## src/design/ssr_pkg.sv

```systemverilog
// Package: offsets, field positions, reset values and counts of the status/id block
package ssr_pkg;
	// Register indices as printed, then byte addresses (each byte address is four times the printed offset)
	localparam logic [3:0] SSR_IDX_XFER_STAT = 4'h0_00C; // Transfer/parity status
	localparam logic [3:0] SSR_IDX_PHASE     = 4'h0_00D; // Phase/condition, target id
	localparam logic [3:0] SSR_IDX_SEL_ID    = 4'h0_00E; // Selector id, own id
	localparam logic [3:0] SSR_IDX_DATA      = 4'h0_00F; // Byte port
	localparam logic [3:0] SSR_IDX_IRQ_STAT  = 4'h0_000; // Sticky event status
	localparam logic [3:0] SSR_IDX_IRQ_MASK  = 4'h0_001; // Event mask
	localparam logic [7:0] SSR_ADDR_XFER_STAT = 8'h0_030;
	localparam logic [7:0] SSR_ADDR_PHASE     = 8'h0_034;
	localparam logic [7:0] SSR_ADDR_SEL_ID    = 8'h0_038;
	localparam logic [7:0] SSR_ADDR_DATA      = 8'h0_03C;
	localparam logic [7:0] SSR_ADDR_IRQ_STAT  = 8'h0_000;
	localparam logic [7:0] SSR_ADDR_IRQ_MASK  = 8'h0_004;
	// Transfer/parity status bit positions
	localparam int SSR_B_STC  = 3;
	localparam int SSR_B_TD   = 4;
	localparam int SSR_B_SYS_PARITY_ERR = 5;
	localparam int SSR_B_RST  = 6;
	localparam int SSR_B_ATN  = 7;
	// Phase/condition bit positions
	localparam int SSR_B_FREE_P = 3;
	localparam int SSR_B_FREE_W = 4;
	localparam int SSR_B_HALT   = 5;
	localparam int SSR_B_BFPD   = 6;
	// Interrupt event bit positions
	localparam int SSR_E_CMPL = 0;
	localparam int SSR_E_SYS_PARITY_ERR = 1;
	localparam int SSR_E_HALT = 2;
	localparam int SSR_E_BFPD = 3;
	// Bus-free timing in internal clocks
	localparam logic [2:0] SSR_FREE_P_CNT = 3'h0_004;
	localparam logic [2:0] SSR_FREE_W_CNT = 3'h0_005;
	localparam logic [2:0] SSR_FREE_HOLD  = 3'h0_003;
	// Reset values
	localparam logic [7:0] SSR_RST_BYTE = 8'h0_000;
	localparam logic [3:0] SSR_RST_EV   = 4'h0_000;
	// Bus responses
	localparam logic [1:0] SSR_RESP_OK  = 2'h0_000;
	localparam logic [1:0] SSR_RESP_ERR = 2'h0_002;
endpackage

```

## src/design/ssr_regs.sv

```systemverilog
// Status, identification and byte-port registers behind an AXI4-Lite slave
//
// Added by the designer: the AXI4-Lite register port.
`timescale 1ns/1ns
// Notes on behaviour
// - Target outbound phases: complete on last byte in
// - Otherwise bus complete equals transfer done
// - Transfer done on end count, last out
// - System parity flag; cleared by status read
// - Bit 6 shows bus reset live
// - Bit 7 shows attention live
// - Phase/condition register read at 0DH
// - Bits 2..0 mirror MSG, C/D, I/O
// - Persistent bus-free after four clocks
// - Windowed bus-free: five clocks, three hold
// - Halted only initiator; cleared by read
// - Bus free phase latched; read clears
// - Write 0DH stores target id
// - Read 0EH gives selector id, own masked
// - Write 0EH stores own id
// - Read 0FH pops received byte
// - Write 0FH pushes byte to transmit
// - Transfer/parity status read-only at 0CH
module ssr_regs
	import ssr_pkg::*;
(
	// Clock, reset and the register bus
	input  wire logic       mclk,          // 100 MHz clock
	input  wire logic       reset_n,       // Sync reset, low
	input  wire logic [7:0] s_axi_awaddr,  // Write address
	input  wire logic       s_axi_awvalid, // Write address valid
	output logic            s_axi_awready, // Write address ready
	input  wire logic [31:0] s_axi_wdata,  // Write data
	input  wire logic [3:0] s_axi_wstrb,   // Write strobes
	input  wire logic       s_axi_wvalid,  // Write data valid
	output logic            s_axi_wready,  // Write data ready
	output logic [1:0]      s_axi_bresp,   // Write response
	output logic            s_axi_bvalid,  // Write response valid
	input  wire logic       s_axi_bready,  // Write response ready
	input  wire logic [7:0] s_axi_araddr,  // Read address
	input  wire logic       s_axi_arvalid, // Read address valid
	output logic            s_axi_arready, // Read address ready
	output logic [31:0]     s_axi_rdata,   // Read data
	output logic [1:0]      s_axi_rresp,   // Read response
	output logic            s_axi_rvalid,  // Read data valid
	input  wire logic       s_axi_rready,  // Read data ready
	// Bus control lines straight from the pins, asynchronous
	input  wire logic       scsi_bsy,      // Bus BSY, pin
	input  wire logic       scsi_sel,      // Bus SEL, pin
	input  wire logic       scsi_rst,      // Bus RST, pin
	input  wire logic       scsi_atn,      // Bus ATN, pin
	input  wire logic       scsi_msg,      // Bus MSG, pin
	input  wire logic       scsi_cd,       // Bus C/D, pin
	input  wire logic       scsi_io,       // Bus I/O, pin
	input  wire logic       incoming_request_line, // Bus REQ, pin
	// Core signals, already in the mclk domain
	input  wire logic       target_mode,   // Core in target mode
	input  wire logic       end_count,     // Byte counter end count
	input  wire logic       count_zero,    // Byte counter is zero
	input  wire logic       last_in,       // Last byte into buffer, pulse
	input  wire logic       last_out,      // Last byte out of buffer, pulse
	input  wire logic       sys_par_even,  // Even parity on system bus
	input  wire logic       scsi_par_err,  // SCSI data parity error
	input  wire logic       bus_free_phase, // Bus free circuit fires
	input  wire logic [7:0] sel_id_bus,    // Id seen in selection
	input  wire logic       sel_id_stb,    // Latch selection id
	input  wire logic [7:0] rx_byte,       // Head of receive buffer
	// Byte port and stored ids toward the core
	output logic            rx_pop,        // Take one received byte
	output logic [7:0]      tx_byte,       // Byte to transmit
	output logic            tx_push,       // Push transmit byte
	output logic [7:0]      target_id_select, // Stored target id
	output logic [7:0]      own_bus_id,    // Stored own id
	output logic            irq            // Level interrupt
);
	// Whole state of the block: one packed struct, filled by one
	// combinational process and registered by one clocked process,
	// so no field can pick up a second driver
	typedef struct packed {
		// Every pin gets its own two-flop chain; no pin is
		// combined with another before it is clocked twice
		logic [1:0] rs, ss;          // Sync stages: rst, atn
		logic [1:0] bs, ts;          // Sync stages: bsy, sel
		logic [1:0] ps_a, ps_b;      // Phase sync
		logic       ph_a, ph_b;      // Phase msb sync
		logic [1:0] rq;              // Request sync
		logic       rq_d;            // Request delayed
		// Bus-free timing
		logic [2:0] free_cnt;        // Bus-free run length
		logic [2:0] hold_cnt;        // Window hold counter
		logic       free_p;          // Persistent bus-free
		logic       free_w;          // Windowed bus-free
		// Latched and live status bits
		logic       cmpl_in;         // Complete on inbound
		logic       td;              // Transfer done
		logic       sys_parity_err;            // System parity error
		logic       halted;          // Halted
		logic       bfpd;            // Bus free phase detect
		// Stored ids and interrupt state
		logic [7:0] sel_id;          // Latched selector id
		logic [7:0] tgt_id;          // Target id
		logic [7:0] own_id;          // Own id
		logic [3:0] ev;              // Sticky events
		logic [3:0] mask;            // Event mask
		// Register bus channel state
		logic       aw_h, w_h;       // Write channels held
		logic [7:0] aw_a;            // Held write address
		logic [31:0] w_d;            // Held write data
		logic [3:0] w_s;             // Held strobes
		logic       bvalid;          // Write response valid
		logic [1:0] bresp;           // Write response code
		logic       rvalid;          // Read data valid
		logic [31:0] rdata;          // Read data
		logic [1:0] rresp;           // Read response code
		// Byte port toward the core buffer
		logic       rx_pop;          // Pop pulse
		logic       tx_push;         // Push pulse
		logic [7:0] tx_byte;         // Transmit byte
		logic       irq;             // Interrupt output
		logic       stc_d;           // Bus complete, one clock ago
		// Channel readies are flops so every port leaves a register
		logic       awrdy;           // Write address ready
		logic       wrdy;            // Write data ready
		logic       arrdy;           // Read address ready
	} ssr_state_t;

	// Present and next state
	ssr_state_t st, next_st;
	logic [7:0] xfer_stat, phase_stat;   // Assembled views
	logic       bus_xfer_complete;                     // Bus transfer complete
	logic       do_wr, do_rd;            // Access this cycle
	logic       rd_xfer, rd_phase;       // Clearing reads
	logic [7:0] wb;                      // Write byte
	logic       free_now;                // BSY and SEL false, synced

	// Registered outputs: every port below is a field of st, so no
	// input reaches an output of this block without a flop between
	assign s_axi_awready    = st.awrdy;
	assign s_axi_wready     = st.wrdy;
	assign s_axi_bvalid     = st.bvalid;
	assign s_axi_bresp      = st.bresp;
	assign s_axi_arready    = st.arrdy;
	assign s_axi_rvalid     = st.rvalid;
	assign s_axi_rdata      = st.rdata;
	assign s_axi_rresp      = st.rresp;
	assign rx_pop           = st.rx_pop;
	assign tx_push          = st.tx_push;
	assign tx_byte          = st.tx_byte;
	assign target_id_select = st.tgt_id;
	assign own_bus_id       = st.own_id;
	assign irq              = st.irq;

	// Next-state logic for everything; the order of the statements
	// below matters where a clear and a set meet in one cycle, since
	// the later assignment wins
	always_comb begin
		next_st = st;
		// Two-flop synchronisers; first stage read only by second.
		// Phase lines are read as a group and may mix for a clock
		next_st.rs   = {st.rs[0], scsi_rst};
		next_st.ss   = {st.ss[0], scsi_atn};
		next_st.bs   = {st.bs[0], scsi_bsy};
		next_st.ts   = {st.ts[0], scsi_sel};
		// Free only when both synced lines read false; the sync adds
		// two clocks to every bus-free figure below
		free_now     = !st.bs[1] && !st.ts[1];
		next_st.ps_a = {st.ps_a[0], scsi_cd};
		next_st.ps_b = {st.ps_b[0], scsi_io};
		next_st.ph_a = scsi_msg;
		next_st.ph_b = st.ph_a;
		next_st.rq   = {st.rq[0], incoming_request_line};
		next_st.rq_d = st.rq[1];
		// Completion on the way into the buffer counts only in target
		// mode with I/O low (outbound phase); elsewhere it is done
		bus_xfer_complete = st.td;
		if (target_mode && !st.ps_b[1]) bus_xfer_complete = st.cmpl_in;
		next_st.stc_d = bus_xfer_complete;
		// Assemble the two status views; unused bits read as zero
		xfer_stat = 8'h0_000;
		xfer_stat[SSR_B_STC]  = bus_xfer_complete;
		xfer_stat[SSR_B_TD]   = st.td;
		xfer_stat[SSR_B_SYS_PARITY_ERR] = st.sys_parity_err;
		xfer_stat[SSR_B_RST]  = st.rs[1];
		xfer_stat[SSR_B_ATN]  = st.ss[1];
		phase_stat = 8'h0_000;
		phase_stat[2:0] = {st.ph_b, st.ps_a[1], st.ps_b[1]};
		phase_stat[SSR_B_FREE_P] = st.free_p;
		phase_stat[SSR_B_FREE_W] = st.free_w;
		phase_stat[SSR_B_HALT]   = st.halted;
		phase_stat[SSR_B_BFPD]   = st.bfpd;
		// Bus-free run counter saturates at window count, so a long
		// idle bus never wraps it back below the thresholds
		if (!free_now) begin
			next_st.free_cnt = 3'h0_000;
		end else if (st.free_cnt != SSR_FREE_W_CNT) begin
			next_st.free_cnt = st.free_cnt + 3'h0_001;
		end
		// Persistent flag follows free run directly and drops on the
		// first clock the synced lines show a busy bus
		next_st.free_p = free_now &&
			(st.free_cnt >= SSR_FREE_P_CNT);
		// Windowed flag lingers after bus busy: the hold counter is
		// reloaded each free clock once the run reaches window count and
		// counts down once the bus is taken, so the flag stays up three clocks longer than the persistent flag
		if (free_now && st.free_cnt >= SSR_FREE_W_CNT) begin
			next_st.free_w   = 1'b1;
			next_st.hold_cnt = SSR_FREE_HOLD;
		end else if (st.hold_cnt != 3'h0_000) begin
			next_st.hold_cnt = st.hold_cnt - 3'h0_001;
		end else begin
			next_st.free_w = 1'b0;
		end
		// Bus handshake: accept address and data in any order; each
		// channel is held until both are in, then the write runs once
		// and the response blocks new writes until it is taken
		next_st.rx_pop  = 1'b0;
		next_st.tx_push = 1'b0;
		if (s_axi_awvalid && s_axi_awready) begin
			next_st.aw_h = 1'b1;
			next_st.aw_a = s_axi_awaddr;
		end
		if (s_axi_wvalid && s_axi_wready) begin
			next_st.w_h = 1'b1;
			next_st.w_d = s_axi_wdata;
			next_st.w_s = s_axi_wstrb;
		end
		// A write runs once both halves are held
		do_wr = st.aw_h && st.w_h && !st.bvalid;
		do_rd = s_axi_arvalid && s_axi_arready;
		wb = st.w_d[7:0];
		// Reads that clear latched flags
		rd_xfer  = do_rd && s_axi_araddr == SSR_ADDR_XFER_STAT;
		rd_phase = do_rd && s_axi_araddr == SSR_ADDR_PHASE;
		// Write completes: decode and respond. Only byte lane 0 holds
		// a register; upper lanes are dropped without an error
		if (do_wr) begin
			next_st.aw_h   = 1'b0;
			next_st.w_h    = 1'b0;
			next_st.bvalid = 1'b1;
			next_st.bresp  = SSR_RESP_OK;
			unique case (st.aw_a)
				SSR_ADDR_PHASE: begin
					if (st.w_s[0]) next_st.tgt_id = wb;
				end
				SSR_ADDR_SEL_ID: begin
					if (st.w_s[0]) next_st.own_id = wb;
				end
				SSR_ADDR_DATA: begin
					if (st.w_s[0]) begin
						next_st.tx_byte = wb;
						next_st.tx_push = 1'b1;
					end
				end
				SSR_ADDR_IRQ_STAT: begin
					if (st.w_s[0]) next_st.ev = st.ev & ~wb[3:0];
				end
				SSR_ADDR_IRQ_MASK: begin
					if (st.w_s[0]) next_st.mask = wb[3:0];
				end
				SSR_ADDR_XFER_STAT: ;                       // Read-only, ignored
				default: next_st.bresp = SSR_RESP_ERR;      // Unmapped
			endcase
		end
		// Response stands until the master takes it
		if (st.bvalid && s_axi_bready) next_st.bvalid = 1'b0;
		// Read: answer one cycle after address taken. A read of the
		// byte port pops the buffer, so software that reads it twice
		// by mistake loses a received byte
		if (do_rd) begin
			next_st.rvalid = 1'b1;
			next_st.rresp  = SSR_RESP_OK;
			next_st.rdata  = 32'h0_000;
			unique case (s_axi_araddr)
				SSR_ADDR_XFER_STAT: next_st.rdata[7:0] = xfer_stat;
				SSR_ADDR_PHASE:     next_st.rdata[7:0] = phase_stat;
				SSR_ADDR_SEL_ID:    next_st.rdata[7:0] = st.sel_id;
				SSR_ADDR_DATA: begin
					next_st.rdata[7:0] = rx_byte;
					next_st.rx_pop     = 1'b1;
				end
				SSR_ADDR_IRQ_STAT:  next_st.rdata[3:0] = st.ev;
				SSR_ADDR_IRQ_MASK:  next_st.rdata[3:0] = st.mask;
				default: next_st.rresp = SSR_RESP_ERR;
			endcase
		end
		// Read answer stands until taken
		if (st.rvalid && s_axi_rready) next_st.rvalid = 1'b0;
		// Latched flags: clearing read first, then sets win. A flag
		// that sets in the very cycle of its clearing read is thus
		// kept for the next read instead of being lost
		if (rd_xfer) begin
			next_st.sys_parity_err = 1'b0;
		end
		if (rd_phase) begin
			next_st.halted = 1'b0;
			next_st.bfpd   = 1'b0;
		end
		if (sys_par_even) next_st.sys_parity_err = 1'b1;
		// Halt only as initiator: request edge at count zero, or a
		// data parity error
		if (!target_mode && ((st.rq[1] && !st.rq_d && count_zero) ||
				scsi_par_err)) begin
			next_st.halted = 1'b1;
		end
		if (bus_free_phase) next_st.bfpd = 1'b1;
		// Completion levels track the byte counter end count; they
		// fall as soon as the core drops end count for a new transfer
		if (!end_count) begin
			next_st.td      = 1'b0;
			next_st.cmpl_in = 1'b0;
		end else begin
			if (last_out) next_st.td = 1'b1;
			if (last_in && target_mode && !phase_stat[0]) begin
				next_st.cmpl_in = 1'b1;
			end
		end
		// Selector id with own bit masked, using the own id that
		// stands at the moment of the strobe
		if (sel_id_stb) next_st.sel_id = sel_id_bus & ~st.own_id;
		// Sticky events, set wins over write-one clear; completion
		// fires on the rising edge of the bus complete level or on last out at end count
		if (bus_xfer_complete && !st.stc_d) next_st.ev[SSR_E_CMPL] = 1'b1;
		if (last_out && end_count) next_st.ev[SSR_E_CMPL] = 1'b1;
		if (sys_par_even) next_st.ev[SSR_E_SYS_PARITY_ERR] = 1'b1;
		if (next_st.halted && !st.halted) next_st.ev[SSR_E_HALT] = 1'b1;
		if (bus_free_phase) next_st.ev[SSR_E_BFPD] = 1'b1;
		// A set mask bit keeps its event off the interrupt line
		next_st.irq = |(next_st.ev & ~next_st.mask);
		// Readies from the next state: low while a channel is held,
		// while a write response waits or a read answer stands
		next_st.awrdy = !next_st.aw_h && !next_st.bvalid;
		next_st.wrdy  = !next_st.w_h && !next_st.bvalid;
		next_st.arrdy = !next_st.rvalid;
	end

	// State register with synchronous reset. Reset clears every
	// flag, id and counter; only the channel readies come up high,
	// so a master may start on the first edge after release
	always_ff @(posedge mclk) begin
		if (!reset_n) begin
			st       <= '0;
			st.awrdy <= 1'b1;
			st.wrdy  <= 1'b1;
			st.arrdy <= 1'b1;
		end else begin
			st <= next_st;
		end
	end
endmodule

```

## config.mk

```make
export PLATFORM = sky130hd
export DESIGN_NAME = ssr_regs
export DESIGN_NICKNAME = d
export VERILOG_FILES = /design/src/design/ssr_pkg.sv /design/src/design/ssr_regs.sv
export SDC_FILE = /design/constraint.sdc
export NUM_CORES = 1
export LEC_CHECK = 0
export BUFFER_PORTS_ARGS = -buffer_cell sky130_fd_sc_hd__buf_4
export CAP_MARGIN = 20
export CORE_MARGIN = 5
export CORE_UTILIZATION = 40
export CTS_BUF_LIST = sky130_fd_sc_hd__clkbuf_4 sky130_fd_sc_hd__clkbuf_8 sky130_fd_sc_hd__clkbuf_16
export DETAILED_ROUTE_END_ITERATION = 12
export PLACE_DENSITY = 0.67
export SLEW_MARGIN = 5
export SYNTH_ARGS = -nofsm -noshare
export SYNTH_HDL_FRONTEND = slang
export SYNTH_SLANG_ARGS = --single-unit
```

## constraint.sdc

```tcl
create_clock -name mclk -period 5.8 [get_ports mclk]
set_input_delay 0.58 -clock mclk [delete_from_list [all_inputs] [get_ports mclk]]
set_output_delay 0.58 -clock mclk [all_outputs]
set_load 0.01 [all_outputs]
```

==> flow_summary.yaml, run 1 <==
timing:
  finalCritPeriodShare_pct: 44.8
  setup_viol: 0
  final_max_slew_viol_count: 0
  rsz0062_at_grt: "false"
  max_slew_margin_pct: 31.2
  worst_slew_pin_slew_ns: 1.03
  fin_setup_tns_ns: 0
  holdWs_ns: 0.428
  finalHoldViolations: 0
  fmax_mhz: 385
  finalClockSkew_ns: 0.00955
  min_period_ns: 2.60
outcome:
  status: "complete, no violations"
clock_network:
  clock_latency_ns: 0.34
  cts_sinks: 108
  clk_path_buf_depth: 2
  cts_setup_buffers: 0
  numCtsBuffers: 9
  ctsHoldBuffers: 0
  cts_resized: 0
  h-tree-depth: 3
  cts_tree: "yes"
  clk_pin_slew_ns: 0.07
  cts-root-buf: "clkbuf_16"
synth:
  yosys_warnings: 0
  synth_enable_flop_cells: 0
  postSynthCellCount: 504
  syn_area_per_cell_um2: 9.15
  synthFlopType: "dfxtp_1"
  synth_async_sr_flop_share_pct: 0
  yosysUniqueCellTypes: 47
  yosysSeqAreaShare_pct: 46.9
  synth_area_um2: 4610
  synth_seq_cells: 108
setup_path:
  rr_startpoint: "st[89]"
  cpPeakStageDelay_ns: 0.86
  r2r_cells: 5
  worstSetupPathType: "flip-flop to flip-flop"
  path_cells: "or4_4 -> nor4_1 -> nor2b_1 -> mux2i_1 -> nor2_1"
  r2r_slack_ns: 3.20
  cp_top_family: "simple AND/OR/NAND/NOR gates"
  cp_num_buf_inv: 0
  start_kind: "flip-flop"
  rr_endpoint: "own_bus_id[2]"
  cp_max_fo: 8
  endpoint_kind: "flip-flop"
  slowest_stage: "nor2b_1"
  cp.required_ns: 6.01
  crit_arrival_ns: 2.81
power_and_ir_drop:
  ir_drop_v: 0.000168
  power.static_leakage_nw: 2.33
  power_mw: 1.57
  power_density_nw_per_um2: 290
final_layout:
  most-common-layout-cells: "dfxtp_1, buf_4, nand2_1"
  multi_input_area_um2: 1960
  fin_util_pct: 47.6
  antennaDiodeCount: 0
  ff_latch_area_um2: 2160
  area_growth_pct: 17.4
  final_nets: 661
  fillers: 1052
  drive_gt1_share_pct: 24.0
  final_common_cell: "dfxtp_1"
routing:
  drtIter0Drc: 240
  vias: 3417
  drc: 0
  antenna_left: 0
  first_pass_iters: 5
  wirelength_um: 10200
  via_per_inst: 4.79
  wl_met2_um: 5140
  wl_met3_um: 594
  top_layer: "met4"
  wl_met1_um: 4340
  wire_per_inst_um: 14.3
floorplan:
  num_rows: 39
  die_h_um: 117
  core-area_um2: 11400
  die_w_um: 117
  start_util_pct: 40.6
  dieArea_um2: 13800
  ioPinCount: 160
global_routing:
  antenna_found_initial: 0
  grt_overflow_total: 0
  grt_pass1_vias: 3431
  grt_first_pass_wirelength_um: 16700
  grt_max_degree: 51
  grt_use_total_pct: 14.6
run:
  maxCapViolCount: 0
worst_hold_path:
  hold_end: "phase_stat[1]"
  hold_class: "flip-flop to flip-flop"
  hp-start: "next_st[152]"
  hold_depth: 1
placed_design:
  dp_hpwl_um: 7700
  gp_congestion: 0.804
  port_buffers: 106
## layer usage
layer	GRT usage [%]	up-vias
li1	-	1733
met1	17.8	1576
met2	25.2	98
met3	3.56	10
met4	4.50	0
met5	0	-
## synthesized netlist by cell type (4+ instances only)
cell type  instances  area [µm²]
a22oi_1            7        52.6
nand3b_1          13        97.6
dfxtp_1          108        2160
ha_1               4        50.1
inv_1              7        26.3
nor3_1             6        30.0
mux2i_1           33         330
nand2_1           62         233
and2_1            21         131
mux2_2             4        45.0
buf_4             60         450
nor2_1            58         218
nand2b_1          12        75.1
o21ai_0           10        50.1
clkbuf_1          16        60.1
a21oi_1           36         180
## how the worst max path moves through the flow
stage,start,end,slack (ns),depth (start not counted)
final,st[89],own_bus_id[2],3.20,5
after global routing,st[89],own_bus_id[2],3.03,5
after CTS,st[89],irq,3.18,5
after detailed placement,st[89],irq,3.21,5
after global placement,st[89],irq,3.23,5
after floorplan,st[89],irq,3.62,7
## state kept, by name (all words and copies together), names as in the netlist, 7 cells and up
signal            count
next_st               9
phase_stat            7
target_id_select      8
s_axi_rdata           8
own_bus_id            8
st                   50
tx_byte               8
## through the flow
step / instances / area [µm²] / setup slack [ns]
2_1_floorplan: 529 / 4700 / 3.62
3_3_place_gp: 697 / 5140 / 3.23
3_5_place_dp: 697 / 5140 / 3.21
4_1_cts: 713 / 5410 / 3.18
5_1_grt: 713 / 5410 / 3.03
6_report: 713 / 5410 / 3.20
## final cells by class
cell class              instances  area share, %
clock buffers                  11           4.44
clock inverters                 5          0.670
inverters                       8          0.555
multi-input cells             331           36.3
flip-flops and latches        108           39.9
well taps                     143           3.30
repair buffers                107           14.8
## cell families after synthesis
kind of cell             after synthesis  share of synthesized area [%]
AO/OA/AOI/OAI                         68                           8.90
adder cells (fa/ha/maj)                4                           1.09
XOR/XNOR                               2                          0.380
flip-flops                           108                           46.9
other                                  1                         0.0813
multiplexers                          41                           9.93
buffers and inverters                 90                           12.6
AND/OR/NAND/NOR                      190                           20.2
## report_power, final
group / switching [mW] / internal (mW)
Clock: 0.265 / 0.302
Sequential: 0.0270 / 0.782
Combinational: 0.101 / 0.0915
Total: 0.392 / 1.17
No activity file was read; power rests on OpenSTA's default activity.
==> run 2: changes to the inputs <==
--- a/config.mk
+++ b/config.mk
@@ -11,7 +11,7 @@
 export CORE_UTILIZATION = 40
 export CTS_BUF_LIST = sky130_fd_sc_hd__clkbuf_4 sky130_fd_sc_hd__clkbuf_8 sky130_fd_sc_hd__clkbuf_16
 export DETAILED_ROUTE_END_ITERATION = 12
-export PLACE_DENSITY = 0.67
+export PLACE_DENSITY = 0.7
 export SLEW_MARGIN = 5
 export SYNTH_ARGS = -nofsm -noshare
 export SYNTH_HDL_FRONTEND = slang
==> constraint.sdc (replaced) <==
create_clock -name mclk -period 2.25 [get_ports mclk]
set_input_delay 0.225 -clock mclk [delete_from_list [all_inputs] [get_ports mclk]]
set_output_delay 0.225 -clock mclk [all_outputs]
set_load 0.01 [all_outputs]
==> run 2 against run 1 <==
Final cell count up 1.1%. Non-clock buffer count up 8. Utilization up 0.88 points. Clock-buffer cell count down 1. First-iteration DRC count down 7.9%. Global-route usage up 0.28 points. Sequential power rose to 2.6 times the previous value. Critical path depth unchanged. Clock skew up 0.0011 ns. Via count up 3.7%. Fmax up 20%. Largest cell class unchanged.
==> flow_summary.yaml, run 2 (synthesis results as in run 1) <==
outcome:
  status: "complete, no violations"
timing:
  finalClockSkew_ns: 0.0106
  finalHoldViolations: 0
  finalWorstSetupSlack_ns: 0.0795
  fin_setup_tns_ns: 0
  final_max_slew_viol_count: 0
  worst_slew_pin_slew_ns: 0.508
  max_slew_margin_pct: 65.9
  min_period_ns: 2.17
  fmax_mhz: 461
  rsz0062_at_grt: "false"
  setup_viol: 0
  finalCritPeriodShare_pct: 96.5
floorplan:
  ioPinCount: 160
  start_util_pct: 40.6
  num_rows: 39
  die_w_um: 117
  dieArea_um2: 13800
  core-area_um2: 11400
  die_h_um: 117
clock_network:
  cts_tree: "yes"
  clk_path_buf_depth: 2
  cts_sinks: 108
  cts_setup_buffers: 0
  clock_latency_ns: 0.34
  cts-root-buf: "clkbuf_16"
  h-tree-depth: 3
  clk_pin_slew_ns: 0.07
  ctsHoldBuffers: 0
  numCtsBuffers: 9
setup_path:
  cp.required_ns: 2.46
  crit_arrival_ns: 2.38
  slowest_stage: "or4b_4"
  cpPeakStageDelay_ns: 0.62
  endpoint_kind: "flip-flop"
  path_cells: "or4_4 -> or4b_4 -> mux2i_1 -> a22oi_1 -> o311ai_2"
  cp_top_family: "simple AND/OR/NAND/NOR gates"
  cp_num_buf_inv: 0
  cp_max_fo: 5
  worstSetupPathType: "flip-flop to flip-flop"
  start_kind: "flip-flop"
worst_hold_path:
  hold_class: "input port to flip-flop"
final_layout:
  final_nets: 669
  drive_gt1_share_pct: 25.3
  fin_util_pct: 48.5
  final_common_cell: "buf_4"
  area_growth_pct: 19.6
  most-common-layout-cells: "buf_4, dfxtp_1, nand2_1"
  finalNonFillerCells: 721
  multi_input_area_um2: 1970
  largest_reg_flops: 50
  regMostFlops: "st"
  ff_latch_area_um2: 2160
  fillers: 1086
  antennaDiodeCount: 0
global_routing:
  grt_first_pass_wirelength_um: 17100
  antenna_found_initial: 0
  grt_use_total_pct: 14.9
  grt_max_degree: 49
  grt_pass1_vias: 3536
  grt_overflow_total: 0
placed_design:
  gp_congestion: 0.827
  dp.cells: 705
  dp_hpwl_um: 7890
  pre_cts_ws_ns: 0.0841
  port_buffers: 106
routing:
  drc: 0
  antenna_left: 0
  vias: 3543
  first_pass_iters: 5
  via_per_inst: 4.91
  wirelength_um: 10500
  drtIter0Drc: 221
  wire_per_inst_um: 14.6
power_and_ir_drop:
  ir_drop_v: 0.000335
  power_density_nw_per_um2: 762
  power_mw: 4.20
  power.static_leakage_nw: 2.39
run:
  maxCapViolCount: 0
[run 2: cell count changes in the layout (fill, tap and decap cells not counted), sizes merged]
cell / delta
clkbuf: -1
bufinv: +1
buf: +8
clkinvlp: -1
clkinv: +1
[run 2: final timing paths]
| kind | from | endpoint | slack (ns) | cells after the start |
|---|---|---|---|---|
| setup / recovery | st[89] | irq | 0.08 | 5 |
| hold reg to reg | next_st[152] | phase_stat[1] | 0.44 | 1 |
| setup reg to reg | st[89] | irq | 0.08 | 5 |
| hold / removal | scsi_msg | next_st[147] | 0.09 | 2 |
[run 2: timing repair]
item / in CTS / in global routing
setup endpoints to repair: 0 / 1
endpoints found under the hold margin: 0 / 0
gates resized for setup: 0 / 1
[run 2: area by class of cell]
type / instances / share of cell area (%)
timing repair buffer: 115 / 15.7
multi-input combinational: 331 / 35.7
tap: 143 / 3.24
clock buffer: 10 / 4.33
sequential: 108 / 39.2
clock inverter: 6 / 1.29
inverter: 8 / 0.545
[run 2: metal layers]
layer  vias up  share of wire (%)  GRT usage [%]
li1       1742                  -              -
met1      1682                 43           18.6
met2       108                 50           25.4
met3        11                6.6           3.80
met4         0               0.87           3.92
met5         -                  0              0
[run 2: power breakdown]
part           internal (mW)  switching, mW  leakage (nW)
sequential              2.01         0.0742         0.884
clock                  0.901          0.701         0.145
combinational          0.240          0.269          1.36
total                   3.16           1.04          2.39
[run 2: per-stage QoR]
stage,hold WS [ns],cell area (µm²)
2_1_floorplan,0.341,4700
3_3_place_gp,0.415,5200
3_5_place_dp,0.424,5200
4_1_cts,0.0852,5510
5_1_grt,0.0908,5510
6_report,0.0942,5510
[run 2: worst reg2reg max path: cells and delay by family (launching register included)]
kind	cells	cell delay, ns
muxes	1	0.16
AOI/OAI and AO/OA	2	0.36
DFF	1	0.32
and+or+nand+nor	2	1.21
==> run 3: changes to the inputs <==
==> constraint.sdc (replaced) <==
create_clock -name mclk -period 1.9 [get_ports mclk]
set_input_delay 0.19 -clock mclk [delete_from_list [all_inputs] [get_ports mclk]]
set_output_delay 0.19 -clock mclk [all_outputs]
set_load 0.01 [all_outputs]
==> run 3 against run 2 <==
Total power grew 22%. The flow now finishes with violations (negative setup slack). Via count shrank 1.0%. Fmax grew 5.1%. Setup slack lost 0.24 ns. Non-clock buffer count grew 9. Highest routed layer unchanged. Final cell count grew 1.2%. Sequential power grew 18%. Utilization grew 1.5 points. Register-to-register slack lost 0.24 ns.
==> flow_summary.yaml, run 3 (synthesis results as in run 1) <==
clock_network:
  numCtsBuffers: 9
  cts_sinks: 108
  cts-root-buf: "clkbuf_16"
  clock_latency_ns: 0.34
  clk_path_buf_depth: 2
  clk_pin_slew_ns: 0.07
  ctsHoldBuffers: 0
  cts_tree: "yes"
  h-tree-depth: 3
placed_design:
  gp_congestion: 0.815
  port_buffers: 106
  dp.cells: 710
  pre_cts_ws_ns: -0.190
  dp_hpwl_um: 7990
timing:
  setup_viol: 12
  min_period_ns: 2.06
  finalClockSkew_ns: 0.00965
  finalWorstSetupSlack_ns: -0.165
  worst_slew_pin_slew_ns: 0.546
  rsz0062_at_grt: "true"
  fin_setup_tns_ns: -1.11
  max_slew_margin_pct: 63.3
  finalCritPeriodShare_pct: 109
  fmax_mhz: 484
  finalHoldViolations: 0
  final_max_slew_viol_count: 0
  holdWs_ns: 0.0581
power_and_ir_drop:
  ir_drop_v: 0.000523
  power_density_nw_per_um2: 904
  power.static_leakage_nw: 2.46
setup_path:
  rr_startpoint: "st[96]"
  rr_endpoint: "irq"
  endpoint_kind: "flip-flop"
  crit_start: "st[96]"
  crit_arrival_ns: 2.31
  worstSetupPathType: "flip-flop to flip-flop"
  cp_max_fo: 4
  r2r_cells: 4
  r2r_slack_ns: -0.16
  cp-endpoint: "irq"
  cp.required_ns: 2.14
  start_kind: "flip-flop"
final_layout:
  largest_reg_flops: 50
  final_common_cell: "buf_4"
  regMostFlops: "st"
  drive_gt1_share_pct: 27.4
  finalNonFillerCells: 730
  area_growth_pct: 23.2
  most-common-layout-cells: "buf_4, dfxtp_1, nand2_1"
  antennaDiodeCount: 0
  final_nets: 678
floorplan:
  start_util_pct: 40.6
  ioPinCount: 160
  num_rows: 39
  dieArea_um2: 13800
  die_h_um: 117
  die_w_um: 117
  core-area_um2: 11400
routing:
  drtIter0Drc: 163
  via_per_inst: 4.80
  wirelength_um: 10500
  first_pass_iters: 4
  antenna_left: 0
  drc: 0
  wire_per_inst_um: 14.4
  vias: 3507
global_routing:
  grt_use_total_pct: 14.9
  grt_first_pass_wirelength_um: 17200
  grt_max_degree: 41
  grt_pass1_vias: 3611
  grt_overflow_total: 0
  antenna_found_initial: 0
worst_hold_path:
  hold_class: "input port to flip-flop"
run:
  maxCapViolCount: 0
outcome:
  violations: "negative setup slack"
  status: "finished with violations"
## run 3: worst min-delay path by stage
stage                     startpoint      endpoint  slack, ns  cells past startpoint
3_5_place_dp                scsi_msg  next_st[147]       0.40                      2
3_3_place_gp   incoming_request_line  next_st[146]       0.40                      2
5_1_grt                     scsi_msg  next_st[147]       0.05                      2
6_report                    scsi_msg  next_st[147]       0.06                      2
4_1_cts                     scsi_msg  next_st[147]       0.05                      2
2_1_floorplan               last_out       st[134]       0.31                      2
## run 3: power by group
group	internal [mW]	leakage (nW)	switching [mW]	total, mW
combinational	0.303	1.41	0.330	0.633
sequential	2.39	0.884	0.0856	2.47
clock	1.20	0.160	0.829	2.03
total	3.89	2.46	1.24	5.14
## run 3: area by class of cell
type,count,area [µm²]
fill,1066,5690
sequential,108,2160
multi-input combinational,331,2020
timing repair buffer,124,955
clock buffer,10,239
tap,143,179
clock inverter,6,93.8
inverter,8,30.0
## run 3: worst max-delay path, cell delays in order (launching register included)
cell	delay, ns
dfxtp_1	0.31
or4_4	0.57
or4b_4	0.56
mux2_4	0.33
o311ai_2	0.20
## run 3: routing by layer
metal	up-vias	track usage (%)	share of wire, %	wire length (µm)
li1	1761	-	-	-
met1	1629	18.2	43	4480
met2	107	25.8	51	5330
met3	10	4.48	5.6	592
met4	0	2.97	0.95	100
met5	-	0	0	0
## run 3: repair_timing
item,CTS,global route
buffers inserted,2,2
hold endpoints to repair,0,0
pin swaps,0,3
setup endpoints to repair,19,29
gates resized for setup,7,6
## run 3: through the flow
stage | util (%) | instance area (µm²) | total power [mW]
2_1_floorplan | - | 4710 | 2.93
3_3_place_gp | 46.2 | 5250 | 3.10
3_5_place_dp | 46.2 | 5250 | 3.14
4_1_cts | 49.6 | 5640 | 5.17
5_1_grt | 50.0 | 5680 | 5.38
6_report | 50.0 | 5680 | 5.14
